**config.mk**
```make
export PLATFORM = sky130hd
export DESIGN_NAME = htsr_top
export DESIGN_NICKNAME = d
export VERILOG_FILES = /design/src/rtl/htsr_top.v /design/src/rtl/htsr_fifo.v
export VERILOG_INCLUDE_DIRS = /design/src /design/src/rtl
export SDC_FILE = /design/constraint.sdc
export NUM_CORES = 1
export LEC_CHECK = 0
export CAP_MARGIN = 15
export CELL_PAD_IN_SITES_DETAIL_PLACEMENT = 0
export CELL_PAD_IN_SITES_GLOBAL_PLACEMENT = 1
export CORE_MARGIN = 3
export CORE_UTILIZATION = 47
export CTS_CLUSTER_SIZE = 40
export DETAILED_ROUTE_END_ITERATION = 6
export DONT_BUFFER_PORTS = 1
export GPL_TIMING_DRIVEN = 0
export PLACE_DENSITY_LB_ADDON = 0.1
export SETUP_SLACK_MARGIN = 0.15
export SLEW_MARGIN = 20
export SYNTH_ARGS = -nofsm -noshare
export SYNTH_HDL_FRONTEND = slang
export SYNTH_SLANG_ARGS = --single-unit
```
**constraint.sdc**
```tcl
create_clock -name i_ref_clk -period 3.25 [get_ports i_ref_clk]
set_clock_uncertainty 0.05 [all_clocks]
set_input_delay 0.1625 -clock i_ref_clk [delete_from_list [all_inputs] [get_ports i_ref_clk]]
set_output_delay 0.1625 -clock i_ref_clk [all_outputs]
set_load 0.02 [all_outputs]
```
**src/rtl/htsr_regs.vh**
```
`ifndef HTSR_REGS_VH
`define HTSR_REGS_VH

// ****************************************
// Timing
// ****************************************
`define HTSR_CLK_HZ 20000000
`define HTSR_RESET_MS 20
`define HTSR_RESET_CYC ((`HTSR_CLK_HZ / 1000) * `HTSR_RESET_MS)
`define HTSR_BIT_CYC 16
`define HTSR_MEAS_CYC 64

// ****************************************
// Frame
// ****************************************
`define HTSR_FRAME_BYTES 6
`define HTSR_TEMP_OFFSET 16'h0190
`define HTSR_EXT_NONE 8'hff
`define HTSR_CRC_INIT 8'h00
`define HTSR_CRC_TOGGLE 8'h30

`endif

```
**src/rtl/htsr_top.v**
```verilog
`include "htsr_regs.vh"

module htsr_top #(
  parameter RESET_CYC = `HTSR_RESET_CYC,
  parameter BIT_CYC = `HTSR_BIT_CYC,
  parameter MEAS_CYC = `HTSR_MEAS_CYC,
  parameter FIFO_DEPTH = 16
) (
  input wire i_ref_clk,
  input wire i_srst,
  input wire i_read_request_n,
  input wire [9:0] i_temp_deci_c,
  input wire [7:0] i_humidity_pct,
  input wire i_ext_present,
  input wire [15:0] i_ext_temp_word,
  output reg o_data,
  output reg o_powered_down,
  output reg o_meas_busy
);
  // ****************************************
  // States
  // ****************************************
  localparam S_RST = 5'b00001;
  localparam S_MEAS = 5'b00010;
  localparam S_LOAD = 5'b00100;
  localparam S_SEND = 5'b01000;
  localparam S_DOWN = 5'b10000;

  // ****************************************
  // Limits
  // ****************************************
  localparam [31:0] RST_LAST = RESET_CYC - 1;
  localparam [31:0] MEAS_LAST = MEAS_CYC - 1;
  localparam [15:0] BIT_LAST = BIT_CYC[15:0] - 16'd1;
  localparam [2:0] LAST_IDX = 3'd5;
  localparam [2:0] ALL_SENT = 3'd6;
  localparam MEAS_W = 35;
  localparam [2:0] CRC_IDX = 3'd5;

  // ****************************************
  // Registers
  // ****************************************
  reg [4:0] state_q;
  reg [31:0] cnt_q;
  reg req_m_q;
  reg req_q;
  reg req_prev_q;
  reg after_q;
  reg [15:0] temp_q;
  reg [7:0] hum_q;
  reg [15:0] ext_q;
  reg [2:0] ld_idx_q;
  reg [7:0] crc_q;
  reg [7:0] sh_q;
  reg [2:0] bit_q;
  reg [15:0] bcnt_q;
  reg sh_valid_q;
  reg [2:0] sent_q;
  reg [7:0] ld_byte;
  reg [7:0] crc_byte;
  integer k;

  // ****************************************
  // Wires
  // ****************************************
  wire req_low;
  wire flush;
  wire ld_ready;
  wire out_valid;
  wire [7:0] out_data;
  wire take;
  wire [MEAS_W-1:0] meas_raw;
  wire [MEAS_W-1:0] meas_sync;
  wire [9:0] temp_s;
  wire [7:0] hum_s;
  wire ext_pres_s;
  wire [15:0] ext_word_s;
  genvar g;

  // ****************************************
  // Request synchroniser
  // ****************************************
  // Idle high reset value avoids a false rise after reset
  always @(posedge i_ref_clk) begin
    if (i_srst) begin
      req_m_q <= 1'b1;
      req_q <= 1'b1;
      req_prev_q <= 1'b1;
    end else begin
      req_m_q <= i_read_request_n;
      req_q <= req_m_q;
      req_prev_q <= req_q;
    end
  end
  assign req_low = ~req_q;
  assign flush = req_q & ~req_prev_q;

  // ****************************************
  // Measurement input synchroniser
  // ****************************************
  // Read only at the end of a measurement, long after a change has settled
  assign meas_raw = {i_temp_deci_c, i_humidity_pct, i_ext_present, i_ext_temp_word};
  generate
    for (g = 0; g < MEAS_W; g = g + 1) begin : g_meas_sync
      reg m_q;
      reg s_q;
      always @(posedge i_ref_clk) begin
        if (i_srst) begin
          m_q <= 1'b0;
          s_q <= 1'b0;
        end else begin
          m_q <= meas_raw[g];
          s_q <= m_q;
        end
      end
      assign meas_sync[g] = s_q;
    end
  endgenerate
  assign temp_s = meas_sync[34:25];
  assign hum_s = meas_sync[24:17];
  assign ext_pres_s = meas_sync[16];
  assign ext_word_s = meas_sync[15:0];

  // ****************************************
  // Frame byte select
  // ****************************************
  // Frame byte order
  always @* begin
    case (ld_idx_q)
      3'd0: ld_byte = temp_q[15:8];
      3'd1: ld_byte = temp_q[7:0];
      3'd2: ld_byte = hum_q;
      3'd3: ld_byte = ext_q[15:8];
      3'd4: ld_byte = ext_q[7:0];
      default: ld_byte = crc_q;
    endcase
  end

  // Bitwise CRC step over a byte
  always @* begin
    crc_byte = crc_q;
    for (k = 7; k >= 0; k = k - 1) begin
      if (ld_byte[k] == crc_byte[7]) begin
        crc_byte = {crc_byte[6:0], 1'b0};
      end else begin
        crc_byte = {crc_byte[6:0], 1'b0} ^ `HTSR_CRC_TOGGLE;
        crc_byte[0] = 1'b1;
      end
    end
  end

  // ****************************************
  // Control
  // ****************************************
  always @(posedge i_ref_clk) begin
    if (i_srst) begin
      state_q <= S_RST;
      cnt_q <= 32'd0;
      after_q <= 1'b0;
      temp_q <= 16'h0000;
      hum_q <= 8'h00;
      ext_q <= 16'h0000;
      ld_idx_q <= 3'd0;
      crc_q <= `HTSR_CRC_INIT;
      o_powered_down <= 1'b0;
      o_meas_busy <= 1'b0;
    end else begin
      case (state_q)
        S_RST: begin
          if (cnt_q >= RST_LAST) begin
            cnt_q <= 32'd0;
            state_q <= S_MEAS;
            o_meas_busy <= 1'b1;
          end else begin
            cnt_q <= cnt_q + 32'd1;
          end
        end
        S_MEAS: begin
          if (cnt_q >= MEAS_LAST) begin
            cnt_q <= 32'd0;
            o_meas_busy <= 1'b0;
            temp_q <= {6'd0, temp_s} + `HTSR_TEMP_OFFSET;
            hum_q <= hum_s;
            ext_q <= ext_pres_s ? ext_word_s : {`HTSR_EXT_NONE, `HTSR_EXT_NONE};
            if (req_low & ~after_q) begin
              state_q <= S_LOAD;
              ld_idx_q <= 3'd0;
              crc_q <= `HTSR_CRC_INIT;
            end else begin
              // Power down after the extra measurement, or when no read is requested
              state_q <= S_DOWN;
              o_powered_down <= 1'b1;
              after_q <= 1'b0;
            end
          end else begin
            cnt_q <= cnt_q + 32'd1;
          end
        end
        S_DOWN: begin
          if (req_low) begin
            o_powered_down <= 1'b0;
            state_q <= S_LOAD;
            ld_idx_q <= 3'd0;
            crc_q <= `HTSR_CRC_INIT;
          end
        end
        S_LOAD: begin
          if (req_q) begin
            state_q <= S_MEAS;
            o_meas_busy <= 1'b1;
            after_q <= 1'b1;
          end else if (ld_ready) begin
            if (ld_idx_q < CRC_IDX) begin
              crc_q <= crc_byte;
            end
            if (ld_idx_q == LAST_IDX) begin
              state_q <= S_SEND;
            end else begin
              ld_idx_q <= ld_idx_q + 3'd1;
            end
          end
        end
        S_SEND: begin
          if (req_q) begin
            state_q <= S_MEAS;
            o_meas_busy <= 1'b1;
            after_q <= 1'b1;
          end
        end
        default: begin
          state_q <= S_RST;
          cnt_q <= 32'd0;
        end
      endcase
    end
  end

  // ****************************************
  // Frame FIFO
  // ****************************************
  htsr_fifo #(
    .WIDTH(8),
    .DEPTH(FIFO_DEPTH),
    .AW(4)
  ) u_fifo (
    .i_ref_clk(i_ref_clk),
    .i_srst(i_srst),
    .i_flush(flush),
    .i_in_valid(state_q == S_LOAD && req_low),
    .o_in_ready(ld_ready),
    .i_in_data(ld_byte),
    .o_out_valid(out_valid),
    .i_out_ready(take),
    .o_out_data(out_data)
  );

  assign take = ~sh_valid_q & req_low & (sent_q != ALL_SENT);

  // ****************************************
  // Frame byte count
  // ****************************************
  // Stops the shifter after the CRC byte until the next request
  always @(posedge i_ref_clk) begin
    if (i_srst | flush) begin
      sent_q <= 3'd0;
    end else if (take & out_valid) begin
      sent_q <= sent_q + 3'd1;
    end
  end

  // ****************************************
  // Serialiser
  // ****************************************
  always @(posedge i_ref_clk) begin
    if (i_srst | flush) begin
      sh_valid_q <= 1'b0;
      sh_q <= 8'h00;
      bit_q <= 3'd0;
      bcnt_q <= 16'd0;
      o_data <= 1'b0;
    end else if (req_q) begin
      o_data <= 1'b0;
      sh_valid_q <= 1'b0;
    end else if (take & out_valid) begin
      sh_q <= out_data;
      sh_valid_q <= 1'b1;
      bit_q <= 3'd7;
      bcnt_q <= 16'd0;
      o_data <= out_data[7];
    end else if (sh_valid_q) begin
      if (bcnt_q == BIT_LAST) begin
        bcnt_q <= 16'd0;
        if (bit_q == 3'd0) begin
          sh_valid_q <= 1'b0;
          o_data <= 1'b0;
        end else begin
          bit_q <= bit_q - 3'd1;
          o_data <= sh_q[bit_q - 3'd1];
        end
      end else begin
        bcnt_q <= bcnt_q + 16'd1;
      end
    end
  end
endmodule

```
**src/rtl/htsr_fifo.v**
```verilog
// ****************************************
// Frame byte FIFO
// ****************************************
module htsr_fifo #(
  parameter WIDTH = 8,
  parameter DEPTH = 16,
  parameter AW = 4
) (
  input wire i_ref_clk,
  input wire i_srst,
  input wire i_flush,
  input wire i_in_valid,
  output wire o_in_ready,
  input wire [WIDTH-1:0] i_in_data,
  output wire o_out_valid,
  input wire i_out_ready,
  output wire [WIDTH-1:0] o_out_data
);
  reg [WIDTH-1:0] mem [0:DEPTH-1];
  reg [AW-1:0] wr_q;
  reg [AW-1:0] rd_q;
  reg [AW:0] cnt_q;
  wire push;
  wire pop;

  assign o_in_ready = (cnt_q != DEPTH[AW:0]);
  assign o_out_valid = (cnt_q != {(AW+1){1'b0}});
  assign o_out_data = mem[rd_q];
  assign push = i_in_valid & o_in_ready;
  assign pop = o_out_valid & i_out_ready;

  always @(posedge i_ref_clk) begin
    if (push) begin
      mem[wr_q] <= i_in_data;
    end
  end

  always @(posedge i_ref_clk) begin
    if (i_srst | i_flush) begin
      wr_q <= {AW{1'b0}};
      rd_q <= {AW{1'b0}};
      cnt_q <= {(AW+1){1'b0}};
    end else begin
      if (push) begin
        wr_q <= wr_q + {{(AW-1){1'b0}}, 1'b1};
      end
      if (pop) begin
        rd_q <= rd_q + {{(AW-1){1'b0}}, 1'b1};
      end
      if (push & ~pop) begin
        cnt_q <= cnt_q + {{AW{1'b0}}, 1'b1};
      end else if (pop & ~push) begin
        cnt_q <= cnt_q - {{AW{1'b0}}, 1'b1};
      end
    end
  end
endmodule

```
Word-level counts from Yosys, hierarchy flattened --
Memories as Yosys holds them, arrays and structs flattened. A register that Yosys moved wholly into a read port is not among the register bits. Cells that the tools add are included.
Word-level totals: register bits after elaboration 209, bits in writable memories 128, bits of input ports 38, output and inout bits 3, word-level logic and storage cells 260, memories kept 1
Operators by class: add/sub/neg operators 10, magnitude comparators 4, eq/ne operators 35, multiplexer cells 70, bitwise logic cells 23, reductions and logical operators 25
Memories:
- u_fifo.mem | words 16, width 8, rd ports 1, clocked after memory_dff 1, wr ports 1, RTL line htsr_fifo.v:19 | reg [WIDTH-1:0] mem [0:DEPTH-1];
Operator list (number):
- $pmux 32 s3 | 1
- $mux 16 | 4
- $mux 32 | 2
- $mux 5 | 10
- $mux 6 | 8
- $mux 8 | 6
- $pmux 8 s5 | 1
- $add 32x1->32 const B | 1
- $ge 32x19->1 const B | 1
- $ge 32x6->1 const B | 1
- $mux 3 | 10
- $pmux 5 s5 | 1
- $pmux 8 s3 | 1
- $mux 1 | 19
- $ne 2x2->1 const B | 9
- $add 16x1->16 const B | 1
- $eq 16x4->1 const B | 1
- $not 2->2 | 8
- $reduce_and 4->1 | 4
- $reduce_and 7->1 | 2
- $add 10x9->11 const B | 1
- $reduce_bool 2->1 | 5
- $pmux 3 s3 | 1
- $add 4x1->4 const B | 2
- 34 further kinds | 67

Depth between registers and ports, before layout --
word-level depth 22, mapped depth 15, gate-level depth less buffers 14

Hierarchy --
From an unflattened synthesis, not the netlist that was laid out.
Unflattened totals: cell total of the unflattened synthesis 1197, area, all modules 13711.9 µm²
By module, submodules not included:
- htsr_top | instances 1, cells an instance 885, area an instance 7942.6 µm², seq. area each 3823.7 µm²
- htsr_fifo | instances 1, cells an instance 312, area an instance 5769.3 µm², seq. area each 4184.0 µm²

Least setup slack after synthesis --
No wires, ideal clock.
path type register to register, start reg sent_q[0], end reg u_fifo.cnt_q[4], library setup time 128 ps, arrival 3107 ps, slack -35 ps, stages on the path, launching flop included 16, buffers on the path 1, clock period less this slack 3285 ps, cells stage by stage dfxtp_1 > inv_1 > ha_1 > a22o_1 > nor3_2 > inv_1 > clkbuf_1 > ha_1 > inv_1 > ha_1 > nor2b_1 > o21a_1 > or3_1 > a21oi_1 > xnor2_1 > nor2_1
Between the ends: word-level cells in the longest chain between the ends 6
RTL lines:
- start, declared | RTL line htsr_top.v:58 | reg [2:0] sent_q;
- start signal, assigned | RTL line htsr_top.v:267 | sent_q <= sent_q + 3'd1;
- $ne 3x3->1 (*) | RTL line htsr_top.v:257 | assign take = ~sh_valid_q & req_low & (sent_q != ALL_SENT);
- $and 1x1->1 (*) | RTL line htsr_top.v:257
- $and 1x1->1 (*) | RTL line htsr_fifo.v:30 | assign pop = o_out_valid & i_out_ready;
- $not 1->1 | RTL line htsr_fifo.v:50 | if (push & ~pop) begin
- $and 1x1->1 | RTL line htsr_fifo.v:50
- $mux 5 / $reduce_bool 2->1 (equally long branches)
- end signal, assigned | RTL line htsr_fifo.v:42 | cnt_q <= {(AW+1){1'b0}};
- end signal, assigned | RTL line htsr_fifo.v:51 | cnt_q <= cnt_q + {{AW{1'b0}}, 1'b1};
- end signal, assigned | RTL line htsr_fifo.v:53 | cnt_q <= cnt_q - {{AW{1'b0}}, 1'b1};
- end, declared | RTL line htsr_fifo.v:22 | reg [AW:0] cnt_q;
Every way passes the cells marked *; elsewhere a longest branch is shown, timed or not. A chain may end at the register's enable or synchronous reset.

Worst setup path after layout --
start reg ld_idx_q[2], end reg crc_q[3]
Between the ends: word-level cells in the longest chain between the ends 15
RTL lines:
- start, declared | RTL line htsr_top.v:52 | reg [2:0] ld_idx_q;
- start signal, assigned | RTL line htsr_top.v:219 | ld_idx_q <= ld_idx_q + 3'd1;
- $eq 3x3->1, or another cell as far along | RTL line htsr_top.v:129 | case (ld_idx_q)
- $pmux 8 s5 | RTL line htsr_top.v:129
- $eq 1x1->1 | RTL line htsr_top.v:143 | if (ld_byte[k] == crc_byte[7]) begin
- $mux 6 | RTL line htsr_top.v:143
- $not 2->2 (no line)
- $mux 6 | RTL line htsr_top.v:143
- $eq 1x1->1 | RTL line htsr_top.v:143
- $mux 6 (4 in series) | RTL line htsr_top.v:143
- $mux 8 | RTL line htsr_top.v:213 | if (ld_idx_q < CRC_IDX) begin
- $mux 8 | RTL line htsr_top.v:212 | end else if (ld_ready) begin
- $mux 8 | RTL line htsr_top.v:208 | if (req_q) begin
- $pmux 8 s3 | RTL line htsr_top.v:168 | case (state_q)
- end signal, assigned | RTL line htsr_top.v:164 | crc_q <= `HTSR_CRC_INIT;
- end signal, assigned | RTL line htsr_top.v:204 | crc_q <= `HTSR_CRC_INIT;
- end signal, assigned | RTL line htsr_top.v:214 | crc_q <= crc_byte;
- end, declared | RTL line htsr_top.v:53 | reg [7:0] crc_q;
Parallel ways exist; a longest one is shown, timed or not. The select of a mux whose other input is x is not followed.

==> flow_summary.toml <==
[outcome]
outcome = "finished, final reports clean"

[cts]
cts-buffers-inserted = 37
clock-root-buffer = "sky130_fd_sc_hd__clkbuf_16"
tritoncts = "built"
clock_latency_ns = 0.52
cts_buffer_depth = 3
worst_setup_hold_path_clk_slew_ns = 0.06
htree_levels = 2
clock_sink_count = 336

[worst_setup_path]
cp.arrival_ns = 3.33
worst-r2r-setup-slack_ns = 0.32
timing.rr.end = "crc_q[3]$_SDFFE_PP0P_"
timing.critical_path.slowest_cell_delay_ns = 0.41
setup.worst_path.start_class = "register"
crit_path_cell_trace = "clkbuf_4 > clkbuf_4 > inv_1 > ha_1 > clkbuf_2 > a32oi_1 > o21ai_1 > xor2_1 > buf_4 > xnor3_1 > or3_2 > a21oi_1"
timing.critical_path.fanout_max = 10
critPathLaunch = "ld_idx_q[2]$_SDFFE_PP0P_"
worst_r2r_startpoint = "ld_idx_q[2]$_SDFFE_PP0P_"
crit_slowest_cell = "sky130_fd_sc_hd__or3_2"
number_of_buffers_and_inverters_on_the_critical_path = 5
timing_worst_setup_path_type = "reg2reg"
r2r_cells = 12
crit_family = "buffers and inverters"
worst-endpoint-required_ns = 3.64
timing.critical_path.to_type = "register"
cpMostUsedCell = "sky130_fd_sc_hd__clkbuf_4"

[layout]
most_common_cell_after_layout_fill_and_taps_aside = "sky130_fd_sc_hd__dfxtp_1"
fillers = 2451
ff_latch_area_mm2 = 0.00801
nets = 1272
syn_to_final_growth_pct = 16.3
num_antenna_cells = 0
post_layout_nonfiller_instances = 1615
design_area_mm2 = 0.0157
multi_input_comb_area_mm2 = 0.00518
post_route_cells_drive_above_1_share_pct = 13.9
mostFrequentLayoutCells = "sky130_fd_sc_hd__dfxtp_1 (207), sky130_fd_sc_hd__edfxtp_1 (128), sky130_fd_sc_hd__nor2_1 (88)"

[worst_hold_path]
min_path_type = "in2reg"
hold_path_startpoint = "i_srst"
hold_depth = 3
min_to = "crc_q[4]$_SDFFE_PP0P_"

[floorplanning]
die_width_um = 176
floorplan.rows = 61
dieArea_mm2 = 0.0308
die_h_um = 176
ios = 41
placeableCoreArea_mm2 = 0.0281
initial_utilization_pct = 48.1

[yosys]
post_synth_inst_count = 1126
post-synth-top-area-fraction_pct = 30.8
syn_area_per_cell_um2 = 12.0
yosys_register_bits = 336
synth_edf_count = 128
synthArstFlopShare_pct = 0
synthDistinctLibCells = 66
mappedNetlistNets = 1186
synth_top_cell_by_area = "sky130_fd_sc_hd__dfxtp_1"
yosysSeqAreaShare_pct = 59.3
synth_warnings = 0
dominant_synthesized_flop_cell = "sky130_fd_sc_hd__dfxtp_1"
synth_area_mm2 = 0.0135
largest_cells_by_area_after_synthesis = "sky130_fd_sc_hd__dfxtp_1 (31%), sky130_fd_sc_hd__edfxtp_1 (28%), sky130_fd_sc_hd__mux4_2 (6.8%)"

[global_route]
grt_start_max_net_pins = 17
grt.met2_usage_pct = 30.5
grt-busiest-layer = "met2"
grt_pass1_vias = 8479
globalRouteMet3Util_pct = 3.07
met1_usage_pct = 26.9
grt_antenna_before_repair = 0
grt_overflow = 0
grtUsageTotal_pct = 19.1
grt_first_pass_wirelength_um = 46800

[sta]
rsz0062_at_grt = "true"
fmax_mhz = 341
slew_headroom_pct = 37.1
maxSlewViolCount = 0
min_period_over_period_pct = 90.2
worst_pin_slew_ns = 0.940
whs_ns = 0.0728
post_route_worst_setup_slack_ns = 0.318
finalHoldViolCount = 0
period_minus_slack_ns = 2.93
final-setup-viol-count = 0

[run]
max_cap_violations = 0

[place]
post-dp-hpwl_um = 19300
placed_cells = 1504
detailedPlace.worstSlack_ns = -0.320
post_dp_cell_area_mm2 = 0.0140
finalWeightedCongestion = 0.819
count_of_input_and_output_buffers = 0

[power]
powerDensity_mw_per_mm2 = 587
total_power_w = 0.00922
total_leakage_power_nw = 5.36
worst_ir_drop_vdd_v = 0.000454

[routing]
drt_iter0_markers = 706
detail_route.wirelength_um = 28600
detail_route.drc_violations = 0
num_vias = 8675
antenna_left = 0
drtPass1Iterations = 5
via_per_inst = 5.37
routedWlPerCell_um = 17.7
through the flow:
step	TNS (ns)	utilization, %
floorplan	0	-
global placement	-7.28	49.8
detailed placement	-1.35	49.9
CTS	0	55.7
global route	0	55.9
finish	0	55.9
power breakdown:
| part | internal (W) | switching, W |
|---|---|---|
| clock network | 0.00240 | 0.00159 |
| logic | 0.000248 | 0.000507 |
| registers | 0.00442 | 0.0000608 |
what timing repair did:
item | in CTS | in global routing
resized for setup | 8 | 17
endpoints found under the hold margin | 44 | 0
pin swaps | 5 | 6
buffers inserted | 6 | 4
setup endpoints to repair | 92 | 24
hold buffers | 37 | 0
Yosys cell counts, drive strengths merged (3+ instances only):
master / instances
nor2: 88
a22oi: 6
nor4: 12
mux2: 9
xor2: 37
o211a: 3
nor3: 26
and3: 11
a21o: 6
nand3: 32
a22o: 8
or3: 6
nor2b: 72
a32oi: 7
ha: 21
buf: 16
inv: 38
dfxtp: 208
nor3b: 4
and2: 3
a222oi: 3
clkbuf: 47
nand2b: 6
xnor3: 3
o2111ai: 3
and4: 7
nand4: 17
a311oi: 20
a21oi: 71
o21bai: 3
xnor2: 30
or2: 5
mux2i: 3
nand2: 57
nand3b: 4
edfxtp: 128
a211oi: 7
a31oi: 3
mux4: 41
o21ai: 36
cell families (layout without fill, tap and decap cells):
group | count (synthesis) | count (layout) | synth area share, %
and+or+nand+nor | 355 | 355 | 13.7
buffers and inverters | 102 | 213 | 3.10
adders and majority gates | 22 | 22 | 2.09
AOI/OAI and AO/OA | 188 | 188 | 9.12
muxes | 53 | 53 | 7.81
DFF | 336 | 336 | 59.3
xor gates and xnor gates | 70 | 70 | 4.85
area by class of cell:
type	count	share of cell area, %
flip-flops and latches	336	51.0
multi-input cells	688	33.0
clock buffers	52	6.64
well taps	378	3.01
repair buffers	47	2.84
plain buffers	63	1.86
inverters	39	0.932
clock inverters	12	0.773
worst min-delay path, cell delays in order:
cell and delay, ns:
sky130_fd_sc_hd__and2b_1 0.19, sky130_fd_sc_hd__buf_6 0.13, sky130_fd_sc_hd__a22o_1 0.13
flip-flops by register name (all words and copies together), names as in the netlist, 3 cells and up, named ones only:
register and count:
bcnt_q 16, bit_q 3, cnt_q 32, crc_q 8, ext_q 16, g_meas_sync.m_q 35
g_meas_sync.s_q 34, hum_q 8, ld_idx_q 3, sent_q 3, sh_q 8, state_q 5
temp_q 11, u_fifo.cnt_q 5, u_fifo.mem 128, u_fifo.rd_q 4, u_fifo.wr_q 4
worst max-delay path by stage:
stage | to | cells past startpoint
2_1_floorplan | u_fifo.cnt_q[4]$_SDFFE_PP0P_ | 15
3_3_place_gp | u_fifo.cnt_q[4]$_SDFFE_PP0P_ | 13
3_5_place_dp | u_fifo.cnt_q[4]$_SDFFE_PP0P_ | 13
4_1_cts | u_fifo.cnt_q[4]$_SDFFE_PP0P_ | 14
5_1_grt | u_fifo.cnt_q[4]$_SDFFE_PP0P_ | 15
6_report | crc_q[3]$_SDFFE_PP0P_ | 12
layer usage:
layer,vias up,wire length [µm],share of wire [%]
met1,4195,13400,47
met2,168,13400,47
met4,0,632,2.2
met3,51,1130,4.0
li1,4261,-,-
met5,-,0,0
(Power assumes the default switching activity.)
